## config.mk

```make
export PLATFORM = sky130hd
export DESIGN_NAME = sits_top
export DESIGN_NICKNAME = d
export VERILOG_FILES = /design/src/sits_pkg.sv /design/src/sits_trap_if.sv /design/src/sits_prio.sv /design/src/sits_vect.sv /design/src/sits_top.sv
export SDC_FILE = /design/constraint.sdc
export NUM_CORES = 1
export LEC_CHECK = 0
export ABC_AREA = 1
export BUFFER_PORTS_ARGS = -buffer_cell sky130_fd_sc_hd__buf_2
export CAP_MARGIN = 20
export CORE_MARGIN = 2
export CORE_UTILIZATION = 55
export CTS_CLUSTER_SIZE = 8
export DETAILED_ROUTE_END_ITERATION = 12
export PLACE_DENSITY = 0.93
export SETUP_SLACK_MARGIN = 0.5
export SLEW_MARGIN = 20
export SYNTH_ARGS = -nofsm -noshare
export SYNTH_HDL_FRONTEND = slang
export SYNTH_SLANG_ARGS = --single-unit
```

## constraint.sdc

```tcl
create_clock -name CLK -period 13.34 [get_ports CLK]
set_input_delay 3.335 -clock CLK [delete_from_list [all_inputs] [get_ports CLK]]
set_output_delay 3.335 -clock CLK [all_outputs]
set_load 0.1 [all_outputs]
```

## src/sits_pkg.sv

```systemverilog
// Purpose: shared constants for the supervisor interrupt and trap select block
// Assumes: register bus with 3-bit word address, data SXLEN wide
// Notes:   bit positions follow the interrupt cause numbers

// ****************************************************************************
// package
// ****************************************************************************
package sits_pkg;
    // register word addresses
    localparam logic [2:0] OFF_PEND   = 3'h0;
    localparam logic [2:0] OFF_ENAB   = 3'h1;
    localparam logic [2:0] OFF_TVEC   = 3'h2;
    localparam logic [2:0] OFF_STAT   = 3'h3;
    localparam logic [2:0] OFF_TRAP   = 3'h4;
    // standard interrupt bit positions, equal to their cause numbers
    localparam int         BIT_SOFT   = 1;
    localparam int         BIT_TIMER  = 5;
    localparam int         BIT_EXT    = 9;
    localparam int         BIT_OVF    = 13;
    localparam int         STD_BITS   = 16;
    // machine software, timer and external positions, never delegated here
    localparam logic [15:0] MACH_MASK = 16'h0888;
    // positions a supervisor interrupt may occupy at all
    localparam logic [15:0] SUPV_MASK = 16'h2222;
    // pending bits software may write
    localparam logic [15:0] SW_PEND_MASK = 16'h2002;
    // status register fields
    localparam int         ST_GIE     = 1;
    localparam int         ST_PGIE    = 5;
    // trap status register fields
    localparam int         TR_REQ     = 4;
    // vector mode encodings
    localparam logic [1:0] MODE_DIRECT   = 2'h0;
    localparam logic [1:0] MODE_VECTORED = 2'h1;
    // privilege codes seen on the privilege input
    localparam logic [1:0] PRIV_U     = 2'h0;
    localparam logic [1:0] PRIV_S     = 2'h1;
    // values after reset
    localparam logic [15:0] PEND_RST  = 16'h0000;
    localparam logic [15:0] ENAB_RST  = 16'h0000;
    localparam logic [1:0] MODE_RST   = 2'h0;
    localparam logic       GIE_RST    = 1'b0;
    localparam logic       PGIE_RST   = 1'b0;
    localparam int         CAUSE_W    = 4;
endpackage

```

## src/sits_trap_if.sv

```systemverilog
// Purpose: carries active interrupts, selection and vector data between modules
// Assumes: one core, one priority picker, one vector calculator
// Notes:   purely combinational signals

`timescale 1ns/1ns

// ****************************************************************************
// interface
// ****************************************************************************
interface sits_trap_if #(parameter int SXLEN = 64);
    logic [15:0]       active;
    logic              hit;
    logic [3:0]        cause;
    logic [SXLEN-1:0]  base;
    logic [1:0]        mode;
    logic [SXLEN-1:0]  target;

    modport core (output active, output base, output mode,
                  input hit, input cause, input target);
    modport prio (input active, output hit, output cause);
    modport vect (input base, input mode, input cause, input hit, output target);
endinterface

```

## src/sits_prio.sv

```systemverilog
// Purpose: picks one supervisor interrupt out of the active set
// Assumes: active bits already gated by pending, enable and privilege
// Notes:   fixed order external, software, timer, overflow

`timescale 1ns/1ns

// ****************************************************************************
// priority picker
// ****************************************************************************
module sits_prio (
    sits_trap_if.prio sel
);
    // fixed descending order; cause number equals the bit position
    always_comb begin
        sel.hit   = 1'b1;
        sel.cause = 4'h0;
        if (sel.active[sits_pkg::BIT_EXT]) begin
            sel.cause = 4'(sits_pkg::BIT_EXT);
        end else if (sel.active[sits_pkg::BIT_SOFT]) begin
            sel.cause = 4'(sits_pkg::BIT_SOFT);
        end else if (sel.active[sits_pkg::BIT_TIMER]) begin
            sel.cause = 4'(sits_pkg::BIT_TIMER);
        end else if (sel.active[sits_pkg::BIT_OVF]) begin
            sel.cause = 4'(sits_pkg::BIT_OVF);
        end else begin
            sel.hit = 1'b0;
        end
    end
endmodule

```

## src/sits_vect.sv

```systemverilog
// Purpose: forms the interrupt trap target from base, mode and cause
// Assumes: base arrives with its two low bits already zero
// Notes:   exceptions always use the plain base, formed in the core

`timescale 1ns/1ns

// ****************************************************************************
// vector calculator
// ****************************************************************************
module sits_vect (
    sits_trap_if.vect sel
);
    localparam int W = $bits(sel.base);

    // direct: base for everything; vectored: base plus four times cause
    always_comb begin
        sel.target = sel.base;
        if (sel.mode == sits_pkg::MODE_VECTORED && sel.hit) begin
            sel.target = {sel.base[W-1:2] + (W-2)'(sel.cause), 2'b00};
        end
    end
endmodule

```

## src/sits_top.sv

```systemverilog
// Purpose: supervisor interrupt pending, enable, vector and trap select logic
// Assumes: inputs synchronous to CLK; register strobes one cycle, never both
// Notes:   pending and enable storage is local to this block; no machine-level view exists here
//
// Implementation choices: the register offsets and the address-and-strobe port.

`timescale 1ns/1ns

// ****************************************************************************
// top module
// ****************************************************************************
// How it works
// - direct mode sends every trap to base
// - vectored interrupts go to base plus four times cause
// - base low two bits always zero
// - cause number i maps to bit i
// - trap needs pending, enable and privilege eligibility
// - trap condition re-evaluated every cycle
// - supervisor interrupts outrank lower privilege interrupts
// - writing zero clears a writable pending bit
// - read-only pending bits cleared by environment inputs
// - enable writable when implemented, else reads zero
// - external pending at bit 9, environment driven
// - timer pending at bit 5, environment driven
// - software pending at bit 1, writable, settable externally
// - overflow pending at bit 13, read-write, event set
// - unimplemented bits read zero; enable readback shows implemented
// - registers are views of machine pending and enable; this block keeps its own pend and enab registers instead
// - machine bits 3, 7, 11 read zero
// - order external, software, timer, overflow
module sits_top #(
    parameter int          SXLEN     = 64,
    parameter logic [15:0] IMPL_MASK = 16'h2222
) (
    input  wire logic              CLK,
    input  wire logic              RST,
    input  wire logic              CE,
    input  wire logic [2:0]        ADDR,
    input  wire logic [SXLEN-1:0]  WDATA,
    input  wire logic              WE,
    input  wire logic              RE,
    output logic      [SXLEN-1:0]  RDATA,
    input  wire logic [1:0]        PRIV,
    input  wire logic              EXT_IRQ,
    input  wire logic              TIMER_IRQ,
    input  wire logic              SOFT_IRQ_SET,
    input  wire logic              OVF_EVENT,
    input  wire logic              SUPV_RETURN,
    output logic                   IRQ_REQ,
    output logic      [3:0]        IRQ_CAUSE,
    output logic      [SXLEN-1:0]  IRQ_TARGET,
    output logic      [SXLEN-1:0]  EXC_TARGET
);

    // ************************************************************************
    // elaboration checks
    // ************************************************************************
    // only the four standard supervisor causes can be served
    if (SXLEN != 32 && SXLEN != 64) begin : g_bad_width
        $error("SXLEN must be 32 or 64");
    end
    if ((IMPL_MASK & ~sits_pkg::SUPV_MASK) != 16'h0000) begin : g_bad_mask
        $error("IMPL_MASK may only hold bits 1, 5, 9 and 13");
    end

    // ************************************************************************
    // state
    // ************************************************************************
    typedef struct packed {
        logic [15:0]       pend;
        logic [15:0]       enab;
        logic [SXLEN-3:0]  base;
        logic [1:0]        mode;
        logic              gie;
        logic              pgie;
        logic              irq_req;
        logic [3:0]        irq_cause;
        logic [SXLEN-1:0]  irq_target;
        logic [SXLEN-1:0]  exc_target;
        logic [SXLEN-1:0]  rdata;
    } sits_state_type;

    sits_state_type s_r;
    sits_state_type s_nxt;

    sits_trap_if #(.SXLEN(SXLEN)) trap_if ();

    logic        eligible;
    logic [15:0] armed;
    logic        wr_pend;
    logic        wr_enab;
    logic        wr_tvec;
    logic        wr_stat;

    // ************************************************************************
    // helpers
    // ************************************************************************
    // widen a 16-bit standard field to a register word
    function automatic logic [SXLEN-1:0] widen(input logic [15:0] v);
        widen = {{(SXLEN-16){1'b0}}, v};
    endfunction

    // ************************************************************************
    // submodules
    // ************************************************************************
    sits_prio u_prio (
        .sel (trap_if.prio)
    );

    sits_vect u_vect (
        .sel (trap_if.vect)
    );

    // ************************************************************************
    // decode and trap condition
    // ************************************************************************
    // write strobes per register
    assign wr_pend = WE && ADDR == sits_pkg::OFF_PEND;
    assign wr_enab = WE && ADDR == sits_pkg::OFF_ENAB;
    assign wr_tvec = WE && ADDR == sits_pkg::OFF_TVEC;
    assign wr_stat = WE && ADDR == sits_pkg::OFF_STAT;

    // supervisor with global enable, or user mode; machine mode never traps here
    assign eligible = (PRIV == sits_pkg::PRIV_S && s_r.gie) || PRIV == sits_pkg::PRIV_U;
    // lower-privilege interrupts do not exist, so any supervisor one wins
    assign armed    = s_r.pend & s_r.enab & IMPL_MASK;

    // feed picker and vector calculator from registered state and the PRIV input
    assign trap_if.active = eligible ? armed : 16'h0000;
    assign trap_if.base   = {s_r.base, 2'b00};
    assign trap_if.mode   = s_r.mode;

    // ************************************************************************
    // next state
    // ************************************************************************
    always_comb begin
        s_nxt = s_r;
        // environment-driven levels, read-only to software
        s_nxt.pend[sits_pkg::BIT_EXT]   = EXT_IRQ & IMPL_MASK[sits_pkg::BIT_EXT];
        s_nxt.pend[sits_pkg::BIT_TIMER] = TIMER_IRQ & IMPL_MASK[sits_pkg::BIT_TIMER];
        // software may write soft and overflow bits, zero clears
        if (wr_pend) begin
            s_nxt.pend[sits_pkg::BIT_SOFT] = WDATA[sits_pkg::BIT_SOFT]
                                             & IMPL_MASK[sits_pkg::BIT_SOFT];
            s_nxt.pend[sits_pkg::BIT_OVF]  = WDATA[sits_pkg::BIT_OVF]
                                             & IMPL_MASK[sits_pkg::BIT_OVF];
        end
        // hardware set wins over a same-cycle software clear
        if (SOFT_IRQ_SET && IMPL_MASK[sits_pkg::BIT_SOFT]) begin
            s_nxt.pend[sits_pkg::BIT_SOFT] = 1'b1;
        end
        if (OVF_EVENT && IMPL_MASK[sits_pkg::BIT_OVF]) begin
            s_nxt.pend[sits_pkg::BIT_OVF] = 1'b1;
        end
        // enable bits stick only where implemented
        if (wr_enab) begin
            s_nxt.enab = WDATA[15:0] & IMPL_MASK;
        end
        // vector base and mode; reserved modes leave the old mode
        if (wr_tvec) begin
            s_nxt.base = WDATA[SXLEN-1:2];
            if (WDATA[1:0] == sits_pkg::MODE_DIRECT || WDATA[1:0] == sits_pkg::MODE_VECTORED) begin
                s_nxt.mode = WDATA[1:0];
            end
        end
        // global enable and its saved copy
        if (wr_stat) begin
            s_nxt.gie  = WDATA[sits_pkg::ST_GIE];
            s_nxt.pgie = WDATA[sits_pkg::ST_PGIE];
        end
        // supervisor return restores the saved enable
        if (SUPV_RETURN) begin
            s_nxt.gie  = s_r.pgie;
            s_nxt.pgie = 1'b1;
        end
        // trap request and targets, refreshed every cycle
        s_nxt.irq_req    = trap_if.hit;
        s_nxt.irq_cause  = trap_if.cause;
        s_nxt.irq_target = trap_if.target;
        s_nxt.exc_target = {s_r.base, 2'b00};
        // read data stand for exactly one cycle
        s_nxt.rdata = '0;
        if (RE) begin
            unique case (ADDR)
                sits_pkg::OFF_PEND: s_nxt.rdata = widen(s_r.pend & IMPL_MASK);
                sits_pkg::OFF_ENAB: s_nxt.rdata = widen(s_r.enab);
                sits_pkg::OFF_TVEC: s_nxt.rdata = {s_r.base, s_r.mode};
                sits_pkg::OFF_STAT: begin
                    s_nxt.rdata[sits_pkg::ST_GIE]  = s_r.gie;
                    s_nxt.rdata[sits_pkg::ST_PGIE] = s_r.pgie;
                end
                sits_pkg::OFF_TRAP: begin
                    s_nxt.rdata[3:0]              = s_r.irq_cause;
                    s_nxt.rdata[sits_pkg::TR_REQ] = s_r.irq_req;
                end
                default: s_nxt.rdata = '0;
            endcase
        end
    end

    // ************************************************************************
    // registers
    // ************************************************************************
    // all state frozen while CE is low
    always_ff @(posedge CLK or posedge RST) begin
        if (RST) begin
            s_r            <= '0;
            s_r.pend       <= sits_pkg::PEND_RST;
            s_r.enab       <= sits_pkg::ENAB_RST;
            s_r.mode       <= sits_pkg::MODE_RST;
            s_r.gie        <= sits_pkg::GIE_RST;
            s_r.pgie       <= sits_pkg::PGIE_RST;
        end else if (CE) begin
            s_r <= s_nxt;
        end
    end

    // outputs straight from flops
    assign RDATA      = s_r.rdata;
    assign IRQ_REQ    = s_r.irq_req;
    assign IRQ_CAUSE  = s_r.irq_cause;
    assign IRQ_TARGET = s_r.irq_target;
    assign EXC_TARGET = s_r.exc_target;

    // ************************************************************************
    // assertions
    // ************************************************************************
    logic [SXLEN-3:0] base_q;
    logic [1:0]       mode_q;
    logic [15:0]      pend_q;
    logic [15:0]      enab_q;
    logic [15:0]      active_q;
    logic             gie_q;
    logic             pgie_q;

    // plain copies for sampled-value functions
    assign base_q   = s_r.base;
    assign mode_q   = s_r.mode;
    assign pend_q   = s_r.pend;
    assign enab_q   = s_r.enab;
    assign active_q = trap_if.active;
    assign gie_q    = s_r.gie;
    assign pgie_q   = s_r.pgie;
endmodule

```

==> key figures <==
Placed design
  – HPWL after DPL: 26600 µm
  – Routability cong.: 0.976
  – Port-buffer cells: 270

GRT
  – Wire length of the first global-routing pass: 61400 µm
  – Total Routing Usage GR: 32.5%
  – Vias in the first global route: 11700
  – Grt ovf: 0
  – Largest net degree at the start of global routing: 138
  – Initial antenna violation count: 0

Yosys
  – Largest family of logic cells by synthesized area: simple AND/OR/NAND/NOR gates
  – Post-synthesis simple-gate area fraction: 30.0%
  – Post-Syn Area: 12400 µm²
  – Yosys reg bits: 266
  – Cell variety after synth: 37
  – Mapped Cells: 1579
  – Synth warnings: 0
  – Mux share of post-synthesis cell area: 0%
  – Fraction of registers with async set/reset: 100%
  – Register area share after synthesis: 53.5%
  – Adder-Cell Fraction of Synth Area: 0.402%
  – Post-synth EDFFs: 0
  – XOR/XNOR share of the synthesized area: 0.141%
  – Main synth FF type: dfrtp_1
  – Synth Area in Compound Gates: 9.65%
  – Synth Area per Inst: 7.88 µm²

Setup path
  – Cell family with most CP delay: simple AND/OR/NAND/NOR gates
  – Critical Path Start Type: primary input
  – Slowest cell on the critical path: buf_4
  – Critical Path AT: 5900 ps
  – Worst setup EP type: flip-flop
  – Crit-path max FO: 70
  – WP depth: 9
  – Critical path, cell by cell: buf_4 -> buf_4 -> nand2_1 -> nor3_1 -> nand3_2 -> nor2_4 -> nand3_1 -> nand2_1 -> nand2_1
  – Largest stage delay on the critical path: 650 ps
  – WP buf/inv: 2
  – CP dominant cell by count: nand2_1
  – CP Data Required Time: 13730 ps
  – FF-to-FF path depth: 15
  – Crit Path Class: in2reg

Route
  – First-pass DRT Iterations: 6
  – Wirelength, routed: 38900 µm
  – Vias: 12100
  – Routed Antenna Nets: 0
  – Post-route DRC: 0
  – Post-DR vias/cell: 5.72
  – Drt wl/cell: 18.3 µm
  – Initial DRC count: 1427

Timing
  – Fin crit period: 5510 ps
  – Final Hold Viols: 0
  – Fin Setup TNS: 0 ps
  – Endpoints failing setup: 0
  – Worst slew pin tran: 1100 ps
  – FMAX: 181 MHz
  – RSZ-0062 raised after global routing: false
  – Slew Viols, Final: 0
  – Fin Clk Skew: 21.2 ps
  – Slew HR: 26.2%
  – Tcrit/Tclk final: 41.3%

CTS
  – CTS root buffer: clkbuf_16
  – Num CTS Buffers: 39
  – H-tree levels: 2
  – CTS max path bufs: 3
  – Clock latency on the worst-skew pair: 520 ps
  – CTS tree: yes
  – # resized after CTS: 0
  – Setup Fix Bufs, Post-CTS: 0
  – Hold buffers post-CTS: 0
  – Sink Count: 266
  – CTS clk-pin slew, worst paths: 50 ps

Floorplanning
  – # rows: 55
  – Die area: 23800 µm²
  – Height of the die: 154 µm
  – I/O pin total: 276
  – Chip Width: 154 µm
  – Std-Cell Core Area: 22400 µm²
  – Initial Utilization: 55.5%

Outcome
  – Status: completed

Finish
  – Area grow syn2layout: 20.6%
  – Nets: 1916
  – Layout cell share with drive strength beyond 1: 19.1%
  – Ant diodes: 0
  – Fillers: 1773

Flow run
  – Max_cap viols: 0

Hold path
  – Worst Hold Path Cells: 2
  – HP Class: reg2reg

Pwr
  – Pwr/cell area: 195 nW/µm²
  – Pleak: 7.93 nW
  – Maximum VDD drop: 0.125 mV
  – PnR Total Power: 2.93 mW
[layout make-up]
type,instances,area (µm²),share of cell area (%)
well taps,285,357,2.38
multi-input cells,1123,5030,33.5
clock buffers,44,1070,7.11
inverters,126,485,3.24
repair buffers,277,1410,9.37
flip-flops and latches,266,6660,44.4
[worst min-delay path, delay by kind of cell, from the launching register on]
kind | cells | cell delay, ps
flops | 1 | 330
simple gates | 2 | 100
[metal layers]
| layer | share of wire [%] | vias up | global-route usage [%] | routed length, µm |
|---|---|---|---|---|
| met5 | 0 | - | 0 | 0 |
| met4 | 4.6 | 0 | 15.4 | 1810 |
| met3 | 8.2 | 134 | 5.94 | 3190 |
| met2 | 47 | 677 | 52.6 | 18400 |
| met1 | 40 | 5754 | 42.8 | 15500 |
| li1 | - | 5557 | - | - |
[final timing paths]
check | endpoint | start | slack (ps)
setup / recovery | IRQ_TARGET[57] | CE | 7830
hold / removal | EXC_TARGET[62] | EXC_TARGET[62] | 470
setup reg to reg | IRQ_TARGET[46] | enab_q[1] | 10630
hold reg to reg | EXC_TARGET[62] | EXC_TARGET[62] | 470
max in group asynchronous | EXC_TARGET[3] | RST | 8140
min in group asynchronous | RDATA[21] | RST | 3000
[state kept, by name, indices dropped and copies added (netlist names)]
signal and cells:
IRQ_TARGET 62, IRQ_CAUSE 3, EXC_TARGET 62, base_q 62, enab_q 4, mode_q 2, gie_q 1, IRQ_REQ 1
pend_q 4, pgie_q 1, RDATA 64
[stage by stage]
stage          utilization, %  hold WS, ps  setup slack [ps]  cell area [µm²]  cells
6_report                 66.9          466              7830            15000   2121
5_1_grt                  66.9          475              7660            15000   2121
4_1_cts                  66.9          466              7940            15000   2121
3_5_place_dp             62.1          454              7450            13900   2077
3_3_place_gp             62.1          448              7530            13900   2077
2_1_floorplan               -          464              2680            12500   1583
[cell usage after synthesis, types with 14 or more instances]
cell type / n / area share (%)
nand4_1: 35 / 1.8
a21oi_1: 16 / 0.64
nor2_1: 93 / 2.8
dfrtp_1: 266 / 53
clkbuf_1: 36 / 1.1
nand3_1: 67 / 2.7
o21ai_0: 86 / 3.5
buf_2: 14 / 0.56
inv_1: 119 / 3.6
nor3_1: 17 / 0.68
o21ai_1: 19 / 0.76
o31ai_1: 52 / 3.1
nand2_1: 679 / 20
[power breakdown]
group / total (mW) / internal [mW] / switching [mW]
Combinational: 0.987 / 0.145 / 0.841
Clock: 0.886 / 0.552 / 0.333
Sequential: 1.05 / 0.935 / 0.120
[kinds of logic after synthesis]
family,Yosys count
buffers and inverters,194
AND/OR/NAND/NOR,915
other,1
adder cells (fa/ha/maj),4
flip-flops,266
XOR/XNOR,2
AO/OA/AOI/OAI,197
[cell usage in the layout (no fill, tap or decap), drive strengths merged, types with 18 or more instances in the layout]
| master | count |
|---|---|
| nor2 | 109 |
| dfrtp | 266 |
| buf | 277 |
| nand2 | 682 |
| nor3 | 18 |
| nand3 | 68 |
| o31ai | 52 |
| clkbuf | 44 |
| nand4 | 36 |
| inv | 122 |
| o21ai | 105 |
No activity file was read; power rests on OpenSTA's default activity.
